## src/rtl/nbm_pkg.sv

```systemverilog
// package: constants and carrier types for the nand block manager host
// assumes one 250 MHz clock and a multiplexed x8 nand device on pins
package nbm_pkg;
   localparam int          CLK_MHZ       = 250;
   localparam logic [7:0]  CMD_READ0     = 8'h00;
   localparam logic [7:0]  CMD_READ1     = 8'h30;
   localparam logic [7:0]  CMD_PROG0     = 8'h80;
   localparam logic [7:0]  CMD_PROG1     = 8'h10;
   localparam logic [7:0]  CMD_ERASE0    = 8'h60;
   localparam logic [7:0]  CMD_ERASE1    = 8'hD0;
   localparam logic [7:0]  CMD_STATUS    = 8'h70;
   localparam logic [7:0]  CMD_RESET     = 8'hFF;
   localparam logic [7:0]  CMD_CACHE_END = 8'h3F;
   localparam logic [7:0]  ERASED_BYTE   = 8'hFF;
   localparam int          ST_FAIL_BIT   = 0;
   localparam int          ST_READY_BIT  = 6;
   localparam logic [11:0] SPARE_COL     = 12'h800;
   localparam int          PAGE_BYTES    = 2112;
   localparam int          NUM_BLOCKS    = 2048;
   localparam int          PAGES_PER_BLK = 64;
   localparam int          ADDR_CYCLES   = 5;
   // pin phase length: 40 ns write or read cycle split into halves
   localparam int          PHASE_NS      = 20;
   localparam int          PHASE_CYC     = (PHASE_NS * CLK_MHZ + 999) / 1000;
   localparam int          ADL_NS        = 100;
   localparam int          ADL_CYC       = (ADL_NS * CLK_MHZ + 999) / 1000;
   localparam int          RST_US        = 5;
   localparam int          RST_CYC       = RST_US * CLK_MHZ;

   typedef enum logic [1:0] {
      NBM_OP_SCAN, NBM_OP_READ, NBM_OP_PROG, NBM_OP_ERASE
   } nbm_op_e;

   typedef struct packed {
      nbm_op_e     op;
      logic [10:0] block;
      logic [5:0]  page;
      logic [11:0] col;
   } nbm_req_s;

   typedef struct packed {
      logic       ce_n;
      logic       cle;
      logic       ale;
      logic       we_n;
      logic       read_strobe_n;
      logic [7:0] dq_o;
      logic       dq_oe;
   } nbm_pins_s;
endpackage : nbm_pkg

```

## src/rtl/nbm_host.sv

```systemverilog
// nand host sequencer: scan, read, program, erase with bad-block handling
// assumes the device drives ready_busy_n and dq_i asynchronously
`timescale 1ns/1ns
module nbm_host
   import nbm_pkg::*;
(
   // clock and reset
   input  wire logic        clk,
   input  wire logic        reset,
   // request
   input  wire logic        req_valid,
   input  wire nbm_req_s    req,
   output      logic        req_ready,
   // write data stream
   input  wire logic [7:0]  wr_data,
   output      logic        wr_take,
   // read data stream
   output      logic [7:0]  rd_data,
   output      logic        rd_valid,
   // completion
   output      logic        done,
   output      logic        failed,
   output      logic        refused,
   output      logic        scan_done,
   // device pins
   output      nbm_pins_s   pins,
   input  wire logic [7:0]  dq_i,
   input  wire logic        ready_busy_n
);
   typedef enum logic [3:0] {
      S_RST, S_RST_WAIT, S_IDLE, S_CMD1, S_ADDR, S_CMD2, S_WAIT,
      S_DATA_W, S_DATA_R, S_STAT_CMD, S_STAT_RD, S_FINISH
   } nbm_st_e;

   nbm_st_e     st_r, st_nxt;
   nbm_req_s    cur_r, cur_nxt;
   logic [2:0]  acnt_r, acnt_nxt;
   logic [11:0] bcnt_r, bcnt_nxt;
   logic [10:0] tim_r, tim_nxt;
   logic        ph_r, ph_nxt;
   logic [10:0] scan_blk_r, scan_blk_nxt;
   logic        scan_pg_r, scan_pg_nxt;
   logic        scanning_r, scanning_nxt;
   logic [6:0]  last_pg_r [2], last_pg_nxt [2];
   logic [10:0] last_blk_r, last_blk_nxt;
   logic        ok_r, ok_nxt;
   logic [7:0]  rdat_r, rdat_nxt;
   logic        rval_r, rval_nxt, done_r, done_nxt, fail_r, fail_nxt;
   logic        ref_r, ref_nxt, sdone_r, sdone_nxt;
   nbm_pins_s   pins_r, pins_nxt;
   logic [7:0]  dq_s1, dq_s2;
   logic        rb_s1, rb_s2;
   logic        mark;
   logic        look_bad;
   logic [7:0]  cmd_a, cmd_b, abyte;

   always_ff @(posedge clk) begin
      dq_s1 <= dq_i;
      dq_s2 <= dq_s1;
      rb_s1 <= ready_busy_n;
      rb_s2 <= rb_s1;
   end

   nbm_bad_table i_nbm_bad_table (
      .clk      (clk),
      .reset    (reset),
      .mark     (mark),
      .mark_blk (cur_r.block),
      .look_blk (req.block),
      .look_bad (look_bad)
   );

   always_comb begin
      // plain page reads only: no cache read, no 31 or 3F end
      unique case (cur_r.op)
         NBM_OP_PROG:  begin cmd_a = CMD_PROG0;  cmd_b = CMD_PROG1;  end
         NBM_OP_ERASE: begin cmd_a = CMD_ERASE0; cmd_b = CMD_ERASE1; end
         default:      begin cmd_a = CMD_READ0;  cmd_b = CMD_READ1;  end
      endcase
      // erase sends only the three row bytes
      unique case (acnt_r + ((cur_r.op == NBM_OP_ERASE) ? 3'd2 : 3'd0))
         3'd0:    abyte = cur_r.col[7:0];
         3'd1:    abyte = {4'h0, cur_r.col[11:8]};
         3'd2:    abyte = {cur_r.block[1:0], cur_r.page};
         3'd3:    abyte = cur_r.block[9:2];
         default: abyte = {7'h00, cur_r.block[10]};
      endcase
   end

   // each pin byte is two phases: strobe low, then strobe high
   always_comb begin
      st_nxt = st_r; cur_nxt = cur_r; acnt_nxt = acnt_r; bcnt_nxt = bcnt_r;
      tim_nxt = tim_r; ph_nxt = ph_r; scan_blk_nxt = scan_blk_r;
      scan_pg_nxt = scan_pg_r; scanning_nxt = scanning_r;
      last_pg_nxt = last_pg_r; last_blk_nxt = last_blk_r; ok_nxt = ok_r;
      rdat_nxt = rdat_r; rval_nxt = 1'b0; done_nxt = 1'b0; fail_nxt = 1'b0;
      ref_nxt = 1'b0; sdone_nxt = 1'b0; pins_nxt = pins_r;
      mark = 1'b0; wr_take = 1'b0; req_ready = 1'b0;
      pins_nxt.cle = 1'b0; pins_nxt.ale = 1'b0;
      pins_nxt.we_n = 1'b1; pins_nxt.read_strobe_n = 1'b1;
      pins_nxt.dq_oe = 1'b0; pins_nxt.ce_n = 1'b0;
      if (tim_r != 11'd0) begin
         tim_nxt = tim_r - 11'd1;
         pins_nxt = pins_r;
      end else begin
         tim_nxt = 11'(PHASE_CYC - 1);
         ph_nxt = ~ph_r;
         unique case (st_r)
            S_RST: begin
               pins_nxt.cle = 1'b1; pins_nxt.dq_oe = 1'b1;
               pins_nxt.we_n = ph_r; pins_nxt.dq_o = CMD_RESET;
               if (ph_r) begin
                  st_nxt = S_RST_WAIT;
                  tim_nxt = 11'(RST_CYC);
               end
            end
            S_RST_WAIT: begin
               ph_nxt = 1'b0;
               if (rb_s2) st_nxt = S_IDLE;
            end
            S_IDLE: begin
               ph_nxt = 1'b0; pins_nxt.ce_n = 1'b1;
               acnt_nxt = '0; bcnt_nxt = '0; ok_nxt = 1'b1;
               if (scanning_r) begin
                  cur_nxt = '{NBM_OP_SCAN, scan_blk_r,
                              {5'd0, scan_pg_r}, SPARE_COL};
                  st_nxt = S_CMD1;
               end else if (req_valid) begin
                  req_ready = 1'b1;
                  cur_nxt = req;
                  // program or erase to a bad block, and program at or below the last page, are refused
                  if ((req.op == NBM_OP_PROG || req.op == NBM_OP_ERASE)
                      && look_bad) begin
                     ref_nxt = 1'b1;
                  end else if (req.op == NBM_OP_PROG
                      && req.block == last_blk_r
                      && {1'b0, req.page} <= last_pg_r[0]
                      && last_pg_r[1][0]) begin
                     ref_nxt = 1'b1;
                  end else if (req.op == NBM_OP_SCAN) begin
                     scanning_nxt = 1'b1;
                     scan_blk_nxt = '0; scan_pg_nxt = 1'b0;
                  end else begin
                     st_nxt = S_CMD1;
                  end
               end
            end
            S_CMD1: begin
               pins_nxt.cle = 1'b1; pins_nxt.dq_oe = 1'b1;
               pins_nxt.we_n = ph_r; pins_nxt.dq_o = cmd_a;
               if (ph_r) st_nxt = S_ADDR;
            end
            S_ADDR: begin
               pins_nxt.ale = 1'b1; pins_nxt.dq_oe = 1'b1;
               pins_nxt.we_n = ph_r; pins_nxt.dq_o = abyte;
               if (ph_r) begin
                  acnt_nxt = acnt_r + 3'd1;
                  if (acnt_r == 3'((cur_r.op == NBM_OP_ERASE)
                                   ? ADDR_CYCLES - 3 : ADDR_CYCLES - 1)) begin
                     st_nxt = (cur_r.op == NBM_OP_PROG) ? S_DATA_W : S_CMD2;
                     tim_nxt = 11'(ADL_CYC);
                  end
               end
            end
            S_DATA_W: begin
               pins_nxt.dq_oe = 1'b1; pins_nxt.we_n = ph_r;
               if (!ph_r) begin
                  pins_nxt.dq_o = wr_data;
                  wr_take = 1'b1;
               end else begin
                  bcnt_nxt = bcnt_r + 12'd1;
                  if (bcnt_r == 12'(PAGE_BYTES - 1)) st_nxt = S_CMD2;
               end
            end
            S_CMD2: begin
               pins_nxt.cle = 1'b1; pins_nxt.dq_oe = 1'b1;
               pins_nxt.we_n = ph_r; pins_nxt.dq_o = cmd_b;
               if (ph_r) begin
                  st_nxt = S_WAIT;
                  tim_nxt = 11'(ADL_CYC);
               end
            end
            S_WAIT: begin
               ph_nxt = 1'b0;
               if (rb_s2) begin
                  st_nxt = (cur_r.op == NBM_OP_PROG
                            || cur_r.op == NBM_OP_ERASE)
                           ? S_STAT_CMD : S_DATA_R;
               end
            end
            S_DATA_R: begin
               pins_nxt.read_strobe_n = ph_r;
               if (ph_r) begin
                  bcnt_nxt = bcnt_r + 12'd1;
                  if (cur_r.op == NBM_OP_SCAN) begin
                     ok_nxt = (dq_s2 == ERASED_BYTE);
                     st_nxt = S_FINISH;
                  end else begin
                     rdat_nxt = dq_s2;
                     rval_nxt = 1'b1;
                     if (bcnt_r == 12'(PAGE_BYTES - 1) - cur_r.col)
                        st_nxt = S_FINISH;
                  end
               end
            end
            S_STAT_CMD: begin
               pins_nxt.cle = 1'b1; pins_nxt.dq_oe = 1'b1;
               pins_nxt.we_n = ph_r; pins_nxt.dq_o = CMD_STATUS;
               if (ph_r) st_nxt = S_STAT_RD;
            end
            S_STAT_RD: begin
               pins_nxt.read_strobe_n = ph_r;
               if (ph_r) begin
                  ok_nxt = ~dq_s2[ST_FAIL_BIT];
                  st_nxt = S_FINISH;
               end
            end
            S_FINISH: begin
               ph_nxt = 1'b0;
               st_nxt = S_IDLE;
               if (!ok_r) mark = 1'b1;
               if (cur_r.op == NBM_OP_SCAN) begin
                  scan_pg_nxt = ~scan_pg_r;
                  if (scan_pg_r) begin
                     scan_blk_nxt = scan_blk_r + 11'd1;
                     if (scan_blk_r == 11'(NUM_BLOCKS - 1)) begin
                        scanning_nxt = 1'b0;
                        sdone_nxt = 1'b1;
                     end
                  end
               end else begin
                  done_nxt = 1'b1;
                  fail_nxt = ~ok_r;
                  if (cur_r.op == NBM_OP_PROG) begin
                     last_blk_nxt = cur_r.block;
                     last_pg_nxt[0] = {1'b0, cur_r.page};
                     last_pg_nxt[1] = 7'd1;
                  end else if (cur_r.op == NBM_OP_ERASE
                               && cur_r.block == last_blk_r) begin
                     last_pg_nxt[1] = 7'd0;
                  end
               end
            end
            default: st_nxt = S_RST;
         endcase
      end
   end

   always_ff @(posedge clk) begin
      if (reset) begin
         st_r <= S_RST; cur_r <= '0; acnt_r <= '0; bcnt_r <= '0;
         tim_r <= '0; ph_r <= 1'b0; scan_blk_r <= '0; scan_pg_r <= 1'b0;
         scanning_r <= 1'b0; last_pg_r[0] <= '0; last_pg_r[1] <= '0;
         last_blk_r <= '0; ok_r <= 1'b1; rdat_r <= '0; rval_r <= 1'b0;
         done_r <= 1'b0; fail_r <= 1'b0; ref_r <= 1'b0; sdone_r <= 1'b0;
         pins_r <= '{1'b1, 1'b0, 1'b0, 1'b1, 1'b1, 8'h00, 1'b0};
      end else begin
         st_r <= st_nxt; cur_r <= cur_nxt; acnt_r <= acnt_nxt;
         bcnt_r <= bcnt_nxt; tim_r <= tim_nxt; ph_r <= ph_nxt;
         scan_blk_r <= scan_blk_nxt; scan_pg_r <= scan_pg_nxt;
         scanning_r <= scanning_nxt; last_pg_r <= last_pg_nxt;
         last_blk_r <= last_blk_nxt; ok_r <= ok_nxt; rdat_r <= rdat_nxt;
         rval_r <= rval_nxt; done_r <= done_nxt; fail_r <= fail_nxt;
         ref_r <= ref_nxt; sdone_r <= sdone_nxt; pins_r <= pins_nxt;
      end
   end

   assign pins      = pins_r;
   assign rd_data   = rdat_r; // uncorrected; ecc is the reader's job
   assign rd_valid  = rval_r;
   assign done      = done_r;
   assign failed    = fail_r;
   assign refused   = ref_r;
   assign scan_done = sdone_r;

   ////////////////////////////////////////////////////////////////////////
   a_refuse_bad: assert property (@(posedge clk) disable iff (reset)
      req_ready && look_bad && req.op == NBM_OP_ERASE |=> refused)
      else $error("erase to bad block not refused");
   a_addr_count: assert property (@(posedge clk) disable iff (reset)
      st_r == S_ADDR && cur_r.op == NBM_OP_READ |-> acnt_r < 3'd5)
      else $error("more than five address bytes");
   a_fail_mark: assert property (@(posedge clk) disable iff (reset)
      st_r == S_FINISH && !ok_r && tim_r == 11'd0 |-> mark)
      else $error("failed block not marked");
   a_scan_col: assert property (@(posedge clk) disable iff (reset)
      st_r == S_ADDR && cur_r.op == NBM_OP_SCAN
      |-> cur_r.col == SPARE_COL && cur_r.page[5:1] == 5'd0)
      else $error("scan outside spare byte of pages 0 and 1");
   a_prog_order: assert property (@(posedge clk) disable iff (reset)
      req_ready && req.op == NBM_OP_PROG && req.block == last_blk_r
      && last_pg_r[1][0] && {1'b0, req.page} <= last_pg_r[0] |=> refused)
      else $error("program at or below last page not refused");
   a_read_keep: assert property (@(posedge clk) disable iff (reset)
      st_r == S_FINISH && cur_r.op == NBM_OP_READ |-> !mark)
      else $error("plain read retired a block");
endmodule : nbm_host

```

## src/rtl/nbm_bad_table.sv

```systemverilog
// bad block table: one flag per block, flip-flop storage
// assumes set and lookup come from the sequencer on the same clock
`timescale 1ns/1ns
module nbm_bad_table
   import nbm_pkg::*;
(
   // clock and reset
   input  wire logic        clk,
   input  wire logic        reset,
   // marking
   input  wire logic        mark,
   input  wire logic [10:0] mark_blk,
   // lookup
   input  wire logic [10:0] look_blk,
   output      logic        look_bad
);
   logic [NUM_BLOCKS-1:0] bad_r;
   logic [NUM_BLOCKS-1:0] bad_nxt;

   genvar g;
   generate
      for (g = 0; g < NUM_BLOCKS; g++) begin : g_ent
         always_comb begin
            bad_nxt[g] = bad_r[g] | (mark && mark_blk == 11'(g));
         end
      end
   endgenerate

   always_ff @(posedge clk) begin
      if (reset) begin
         bad_r <= '0;
      end else begin
         bad_r <= bad_nxt;
      end
   end

   assign look_bad = bad_r[look_blk] | (mark && mark_blk == look_blk);
endmodule : nbm_bad_table

```

## config.mk

```make
export PLATFORM = sky130hd
export DESIGN_NAME = nbm_host
export DESIGN_NICKNAME = d
export VERILOG_FILES = /design/src/rtl/nbm_pkg.sv /design/src/rtl/nbm_host.sv /design/src/rtl/nbm_bad_table.sv
export SDC_FILE = /design/constraint.sdc
export NUM_CORES = 2
export LEC_CHECK = 0
export CELL_PAD_IN_SITES_DETAIL_PLACEMENT = 1
export CELL_PAD_IN_SITES_GLOBAL_PLACEMENT = 1
export CORE_MARGIN = 2
export CORE_UTILIZATION = 35
export CTS_CLUSTER_DIAMETER = 200
export DETAILED_ROUTE_END_ITERATION = 8
export DONT_BUFFER_PORTS = 1
export PLACE_DENSITY = 0.61
export SETUP_SLACK_MARGIN = 0.4
export SLEW_MARGIN = 0
export SYNTH_ARGS = -nofsm -noshare
export SYNTH_HDL_FRONTEND = slang
export SYNTH_SLANG_ARGS = --single-unit
```

## constraint.sdc

```tcl
create_clock -name clk -period 6.3 [get_ports clk]
set_input_delay 0.945 -clock clk [delete_from_list [all_inputs] [get_ports clk]]
set_output_delay 0.945 -clock clk [all_outputs]
set_load 0.03 [all_outputs]
```

Word-level counts from Yosys, hierarchy flattened
Cells that the tools add are included.
W data, S select, Z words.

storage, ports and cells
  flip-flop bits (word level) = 2187
  input port bits = 51
  word-level logic and storage cells = 6386

cells by class
  add/sub/neg operators = 6
  $lt $le $gt $ge = 2
  equality and inequality tests = 2101
  mux-type cells = 93
  bitwise operators = 2059
  reduce and logical (&&, ||, !) cells = 2091

operator list
  kind                    count
  $eq A11 B11 Y1 const B  1025
  $eq A11 B10 Y1 const B  512
  $eq A11 B9 Y1 const B   256
  $logic_and A1 B1 Y1     2054
  $or A1 B1 Y1            2049
  $eq A11 B8 Y1 const B   128
  $eq A11 B7 Y1 const B   64
  $eq A11 B6 Y1 const B   32
  $eq A11 B5 Y1 const B   16
  $mux W11                10
  $eq A11 B4 Y1 const B   8
  $mux W4                 19
  $mux W31                2
  $pmux W9 S6             1
  $pmux W4 S12            1
  $eq A11 B3 Y1 const B   4
  $ne A2 B2 Y1 const B    22
  $mux W1                 41
  $eq A11 B11 Y1          3
  $pmux W11 S3            1
  $pmux W8 S2             2
  $pmux W8 S4             1
  $pmux W12 S2            1
  $eq A11 B2 Y1 const B   2
  53 further kinds        98

Depth between registers and ports, before layout
  word-level depth = 10
  mapped depth = 19

Modules after synthesis
Synthesis repeated with hierarchy kept, for this count alone.

second synthesis, totals
  cells, all modules = 9003
  area, all modules = 85629.6 sq um

modules (own cells, without submodules)
  module         instances  cells an instance  area an instance (sq um)
  nbm_bad_table  1          8265               78984.5
  nbm_host       1          738                6645.1

Least setup slack after synthesis
No wires, ideal clock.

  path type = input -> register
  from = in req[18] in the netlist's numbering
  to = reg st_r[3]
  arrival time = 4.009 ns
  required time = 6.185 ns
  path slack = 2.176 ns
  stages = 14
  path buffers = 5
  path through = buf_6 buf_6 buf_6 buf_6 buf_2 mux4_2 mux4_2 a22oi_1 nand2_1 a311oi_1 a31oi_1 and3_1 o221a_1 o21a_1

on the way
  longest elaborated chain between the ends = 6
  elaborated cells on any way between the ends = 13
  classes of those cells = eq/ne (4); mux (2); bitwise (1); reduce/logical (6)

RTL lines
  what                                                         RTL line                              RTL
  start, declared                                              nbm_host.sv:12                        input wire nbm_req_s req,
  $bmux W1 S11, or another cell as far along                   nbm_bad_table.sv:37                   assign look_bad = bad_r[look_blk] | (mark && mark_blk == look_blk);
  $mux W1 (implied by the code), or another cell as far along  nbm_bad_table.sv:37
  $or A1 B1 Y1 or $logic_and A1 B1 Y1 (tied branches)          nbm_bad_table.sv:37, nbm_host.sv:137
  $logic_and A1 B1 Y1, on equally long branches                nbm_host.sv:133, nbm_host.sv:138
  $ne A3 B3 Y1 (no line)                                       -
  $reduce_and A18 Y1 (no line) (*)                             -
  end signal, assigned                                         nbm_host.sv:258                       st_r <= st_nxt; cur_r <= cur_nxt; acnt_r <= acnt_nxt;
  end, declared                                                nbm_host.sv:35                        nbm_st_e st_r, st_nxt;

Mark *: on every way between the ends. The rest lies on a longest branch, timed or not. The select of a mux whose other input is x is not followed.
A chain may end at the register's enable or synchronous reset.

Final worst setup path
Ends and elaborated chain as after synthesis.

==> impl_metrics.yaml <==
outcome:
  status: "finished, violations left"
  failed_checks: "max-slew violations"
sta:
  fin_setup_tns_ns: 0
  slew_viol_final: 219
  rsz0062_at_grt: "no"
  period_share_pct: 88.15
  worstMarginPinSlew_ns: 1.862
  hold_viol_final: 0
  skew_ns: 0.03892
  slew_headroom_pct: -24.13
  min_period_ns: 5.553
  setup_viol: 0
  max_freq_mhz: 180.1
finish:
  area_growth_pct: 11.42
  nFillCells: 28210
  seqCellArea_um2: 43780
  drive_gt1_share_pct: 12.80
  postLayoutCellArea_um2: 98720
  nets: 9122
  multiInputGateArea_um2: 41200
job:
  timing.max_cap.violations: 0
setup_path:
  crit_chain: "buf_16, buf_16, mux4_2, a22o_1, o21ai_0, o2111ai_1, a311o_1, a21oi_1, a311oi_1, a221o_1, or3b_1, o221a_1, o21a_1"
  start_kind: "input port"
  path_max_fanout: 126
  critical-path-slowest-cell: "buf_16"
  critical_path_class: "in -> reg"
  crit_family: "compound AO/OA/AOI/OAI gates"
  cp.required_ns: 7.09
  rrSetupSlack_ns: 1.78
  crit_path_end_kind: "flop"
  critical_path_arrival_ns: 6.34
  critPathMaxStageDelay_ns: 0.75
  cp_num_buf_inv: 2
  path_common_cell: "buf_16"
global_routing:
  antenna_found_initial: 7
  grt_pass1_wl_um: 478000
  grt_max_degree: 2137
  grt_overflow: 0
  grtUsageTotal_pct: 24.32
  grt_pass1_vias: 72240
cts:
  cts_root_buf: "clkbuf_16"
  path_clk_slew_ns: 0.06
  htree_levels: 4
  post-cts-setup-buffers: 0
  clk_latency_ns: 0.90
  clk_path_buf_depth: 3
  numCtsBuffers: 232
  cts_tree: "yes"
  cts_resized: 0
  cts.sinks: 2187
detailed_routing:
  num_vias: 71680
  avgViaCountPerCell: 5.688
  routed_wl_um: 322000
  drc_errors: 0
  ant_nets: 0
  firstDrtPassIters: 6
  wl_per_cell_um: 25.55
  drtIter0Drc: 6534
power:
  p_total_mw: 29.46
  p_leak_nw: 34.44
  power_density_nw_per_um2: 298.4
  vdd_ir_drop_max_uv: 304.0
floorplan:
  dieArea_um2: 257200
  ios: 80
  coreArea_um2: 251600
  num_rows: 184
  die_h_um: 507.2
  die_w_um: 507.2
  start_util_pct: 35.21
synth:
  syn_avg_cell_area_um2: 9.309
  synth_edf_count: 0
  syn_inst: 9518
  yosysUniqueCellTypes: 81
  ys.flop_type: "dfxtp_1"
  ys_seq_area_share_pct: 49.41
  netlist_area_um2: 88610
  synthArstFlopShare_pct: 0
  synth_seq_cells: 2187
  yosys_warnings: 0
  syn_nets: 9581
place:
  io_buffer_count: 0
  post_dp_cell_area_um2: 90440
  place_hpwl_um: 184400
  place_congestion: 0.8289
min_path:
  hold_class: "in -> reg"
[state kept, by name (all words and copies together) (netlist names), 3 cells and up]
name                   count
st_r                       4
dq_s2                      8
last_blk_r                11
acnt_r                     3
last_pg_r                  7
i_nbm_bad_table.bad_r   2048
tim_r                     11
dq_s1                      8
rd_data                    8
cur_r                     31
scan_blk_r                11
bcnt_r                    12
pins                      14
[cells in the final DEF, fill, tap and decap left out, types with 16 or more instances in the layout]
cell type,netlist,final
mux2i_1,296,296
clkbuf_16,0,235
nor3b_1,21,18
nor3_1,84,82
bufinv_16,0,20
clkinv_2,0,51
xor2_1,34,34
mux4_2,410,410
clkbuf_8,0,46
a211oi_1,29,29
nor4_1,16,16
nor2_1,2461,2455
a221oi_1,20,20
xnor2_1,35,35
dfxtp_1,2187,2186
a22oi_1,140,140
buf_4,28,100
nor2b_1,23,19
o22ai_1,22,22
o21ai_0,50,50
clkbuf_1,542,51
nand4_1,27,27
a22o_1,20,20
nand3_1,54,44
mux4_1,24,24
inv_1,30,30
nand2_1,127,118
a21oi_1,2194,2194
buf_12,2,20
nor3_2,201,203
[Yosys cell counts (4+ instances only)]
cell | n | area share, %
a2111oi_0 | 8 | 0.079
a211oi_1 | 29 | 0.25
a21oi_1 | 2194 | 12
a221oi_1 | 20 | 0.20
a22o_1 | 20 | 0.20
a22oi_1 | 140 | 1.2
a311oi_1 | 4 | 0.040
a31oi_1 | 13 | 0.092
a41oi_1 | 4 | 0.040
and2_1 | 4 | 0.028
and3_1 | 11 | 0.078
buf_1 | 91 | 0.39
buf_2 | 126 | 0.71
buf_4 | 28 | 0.24
buf_6 | 38 | 0.48
buf_8 | 5 | 0.085
clkbuf_1 | 542 | 2.3
dfxtp_1 | 2187 | 49
ha_1 | 12 | 0.17
inv_1 | 30 | 0.13
mux2_2 | 12 | 0.15
mux2i_1 | 296 | 3.3
mux4_1 | 24 | 0.71
mux4_2 | 410 | 10
nand2_1 | 127 | 0.54
nand2b_1 | 9 | 0.064
nand3_1 | 54 | 0.31
nand4_1 | 27 | 0.19
nor2_1 | 2461 | 10
nor2b_1 | 23 | 0.16
nor3_1 | 84 | 0.47
nor3_2 | 201 | 2.3
nor3b_1 | 21 | 0.18
nor4_1 | 16 | 0.11
o211ai_1 | 8 | 0.068
o21ai_0 | 50 | 0.28
o221ai_1 | 7 | 0.069
o22ai_1 | 22 | 0.16
o41ai_1 | 12 | 0.12
or3_1 | 15 | 0.11
or4_1 | 5 | 0.042
xnor2_1 | 35 | 0.35
xor2_1 | 34 | 0.34
[metrics by stage]
stage	util (%)	instances	hold WS, ns	setup slack (ns)
floorplan	-	9518	0.3096	2.176
detailed placement	35.94	12150	0.3132	0.8051
CTS	39.09	12590	0.1857	1.598
global route	39.23	12600	0.05273	0.6216
global placement	35.94	12150	0.3118	0.6907
finish	39.23	12600	0.1037	0.7466
[cell families (layout without fill, tap and decap cells)]
family	after synthesis	after routing	synth area share, %
simple gates	3075	3075	15.14
compound gates	2566	2566	15.51
flops	2187	2187	49.41
buf+inv	865	598	4.397
mux	744	744	14.69
xor+xnor	69	69	0.6820
fa+ha+maj	12	12	0.1694
other cells	0	3	0
[repair_timing]
action | in CTS | in global routing
endpoints found under the hold margin | 9 | 0
setup endpoints to repair | 0 | 2
hold buffers | 9 | 0
[metal layers]
metal  global-route usage (%)  vias up  part of all wire (%)
met2                    38.93     1925                    46
met3                    3.386      470                   5.5
met1                    33.56    36820                    45
met5                        0        -                0.0022
met4                    8.520        2                   3.5
li1                         -    32460                     -
[worst paths after layout]
path,startpoint,endpoint,cells after the start
max,req[18],st_r[3],13
min,reset,pins[11],1
max reg2reg,tim_r[4],i_nbm_bad_table.bad_r[1543],10
min reg2reg,dq_s1[7],dq_s2[7],0
[cell type report]
cell class	instances	area share, %
sequential	2187	44.35
multi-input combinational	6466	41.74
clock buffer	331	6.767
tap	3348	4.243
timing repair buffer	142	1.617
clock inverter	95	1.165
inverter	30	0.1141
antenna	3	0.007604
[report_power, final]
group          switching (mW)  internal [mW]  leakage (nW)
logic                   0.876          0.413          13.0
clock network            5.93           8.18          3.86
registers               0.157           13.9          17.6
total                    6.97           22.5          34.4
No activity file was read; power rests on OpenSTA's default activity.
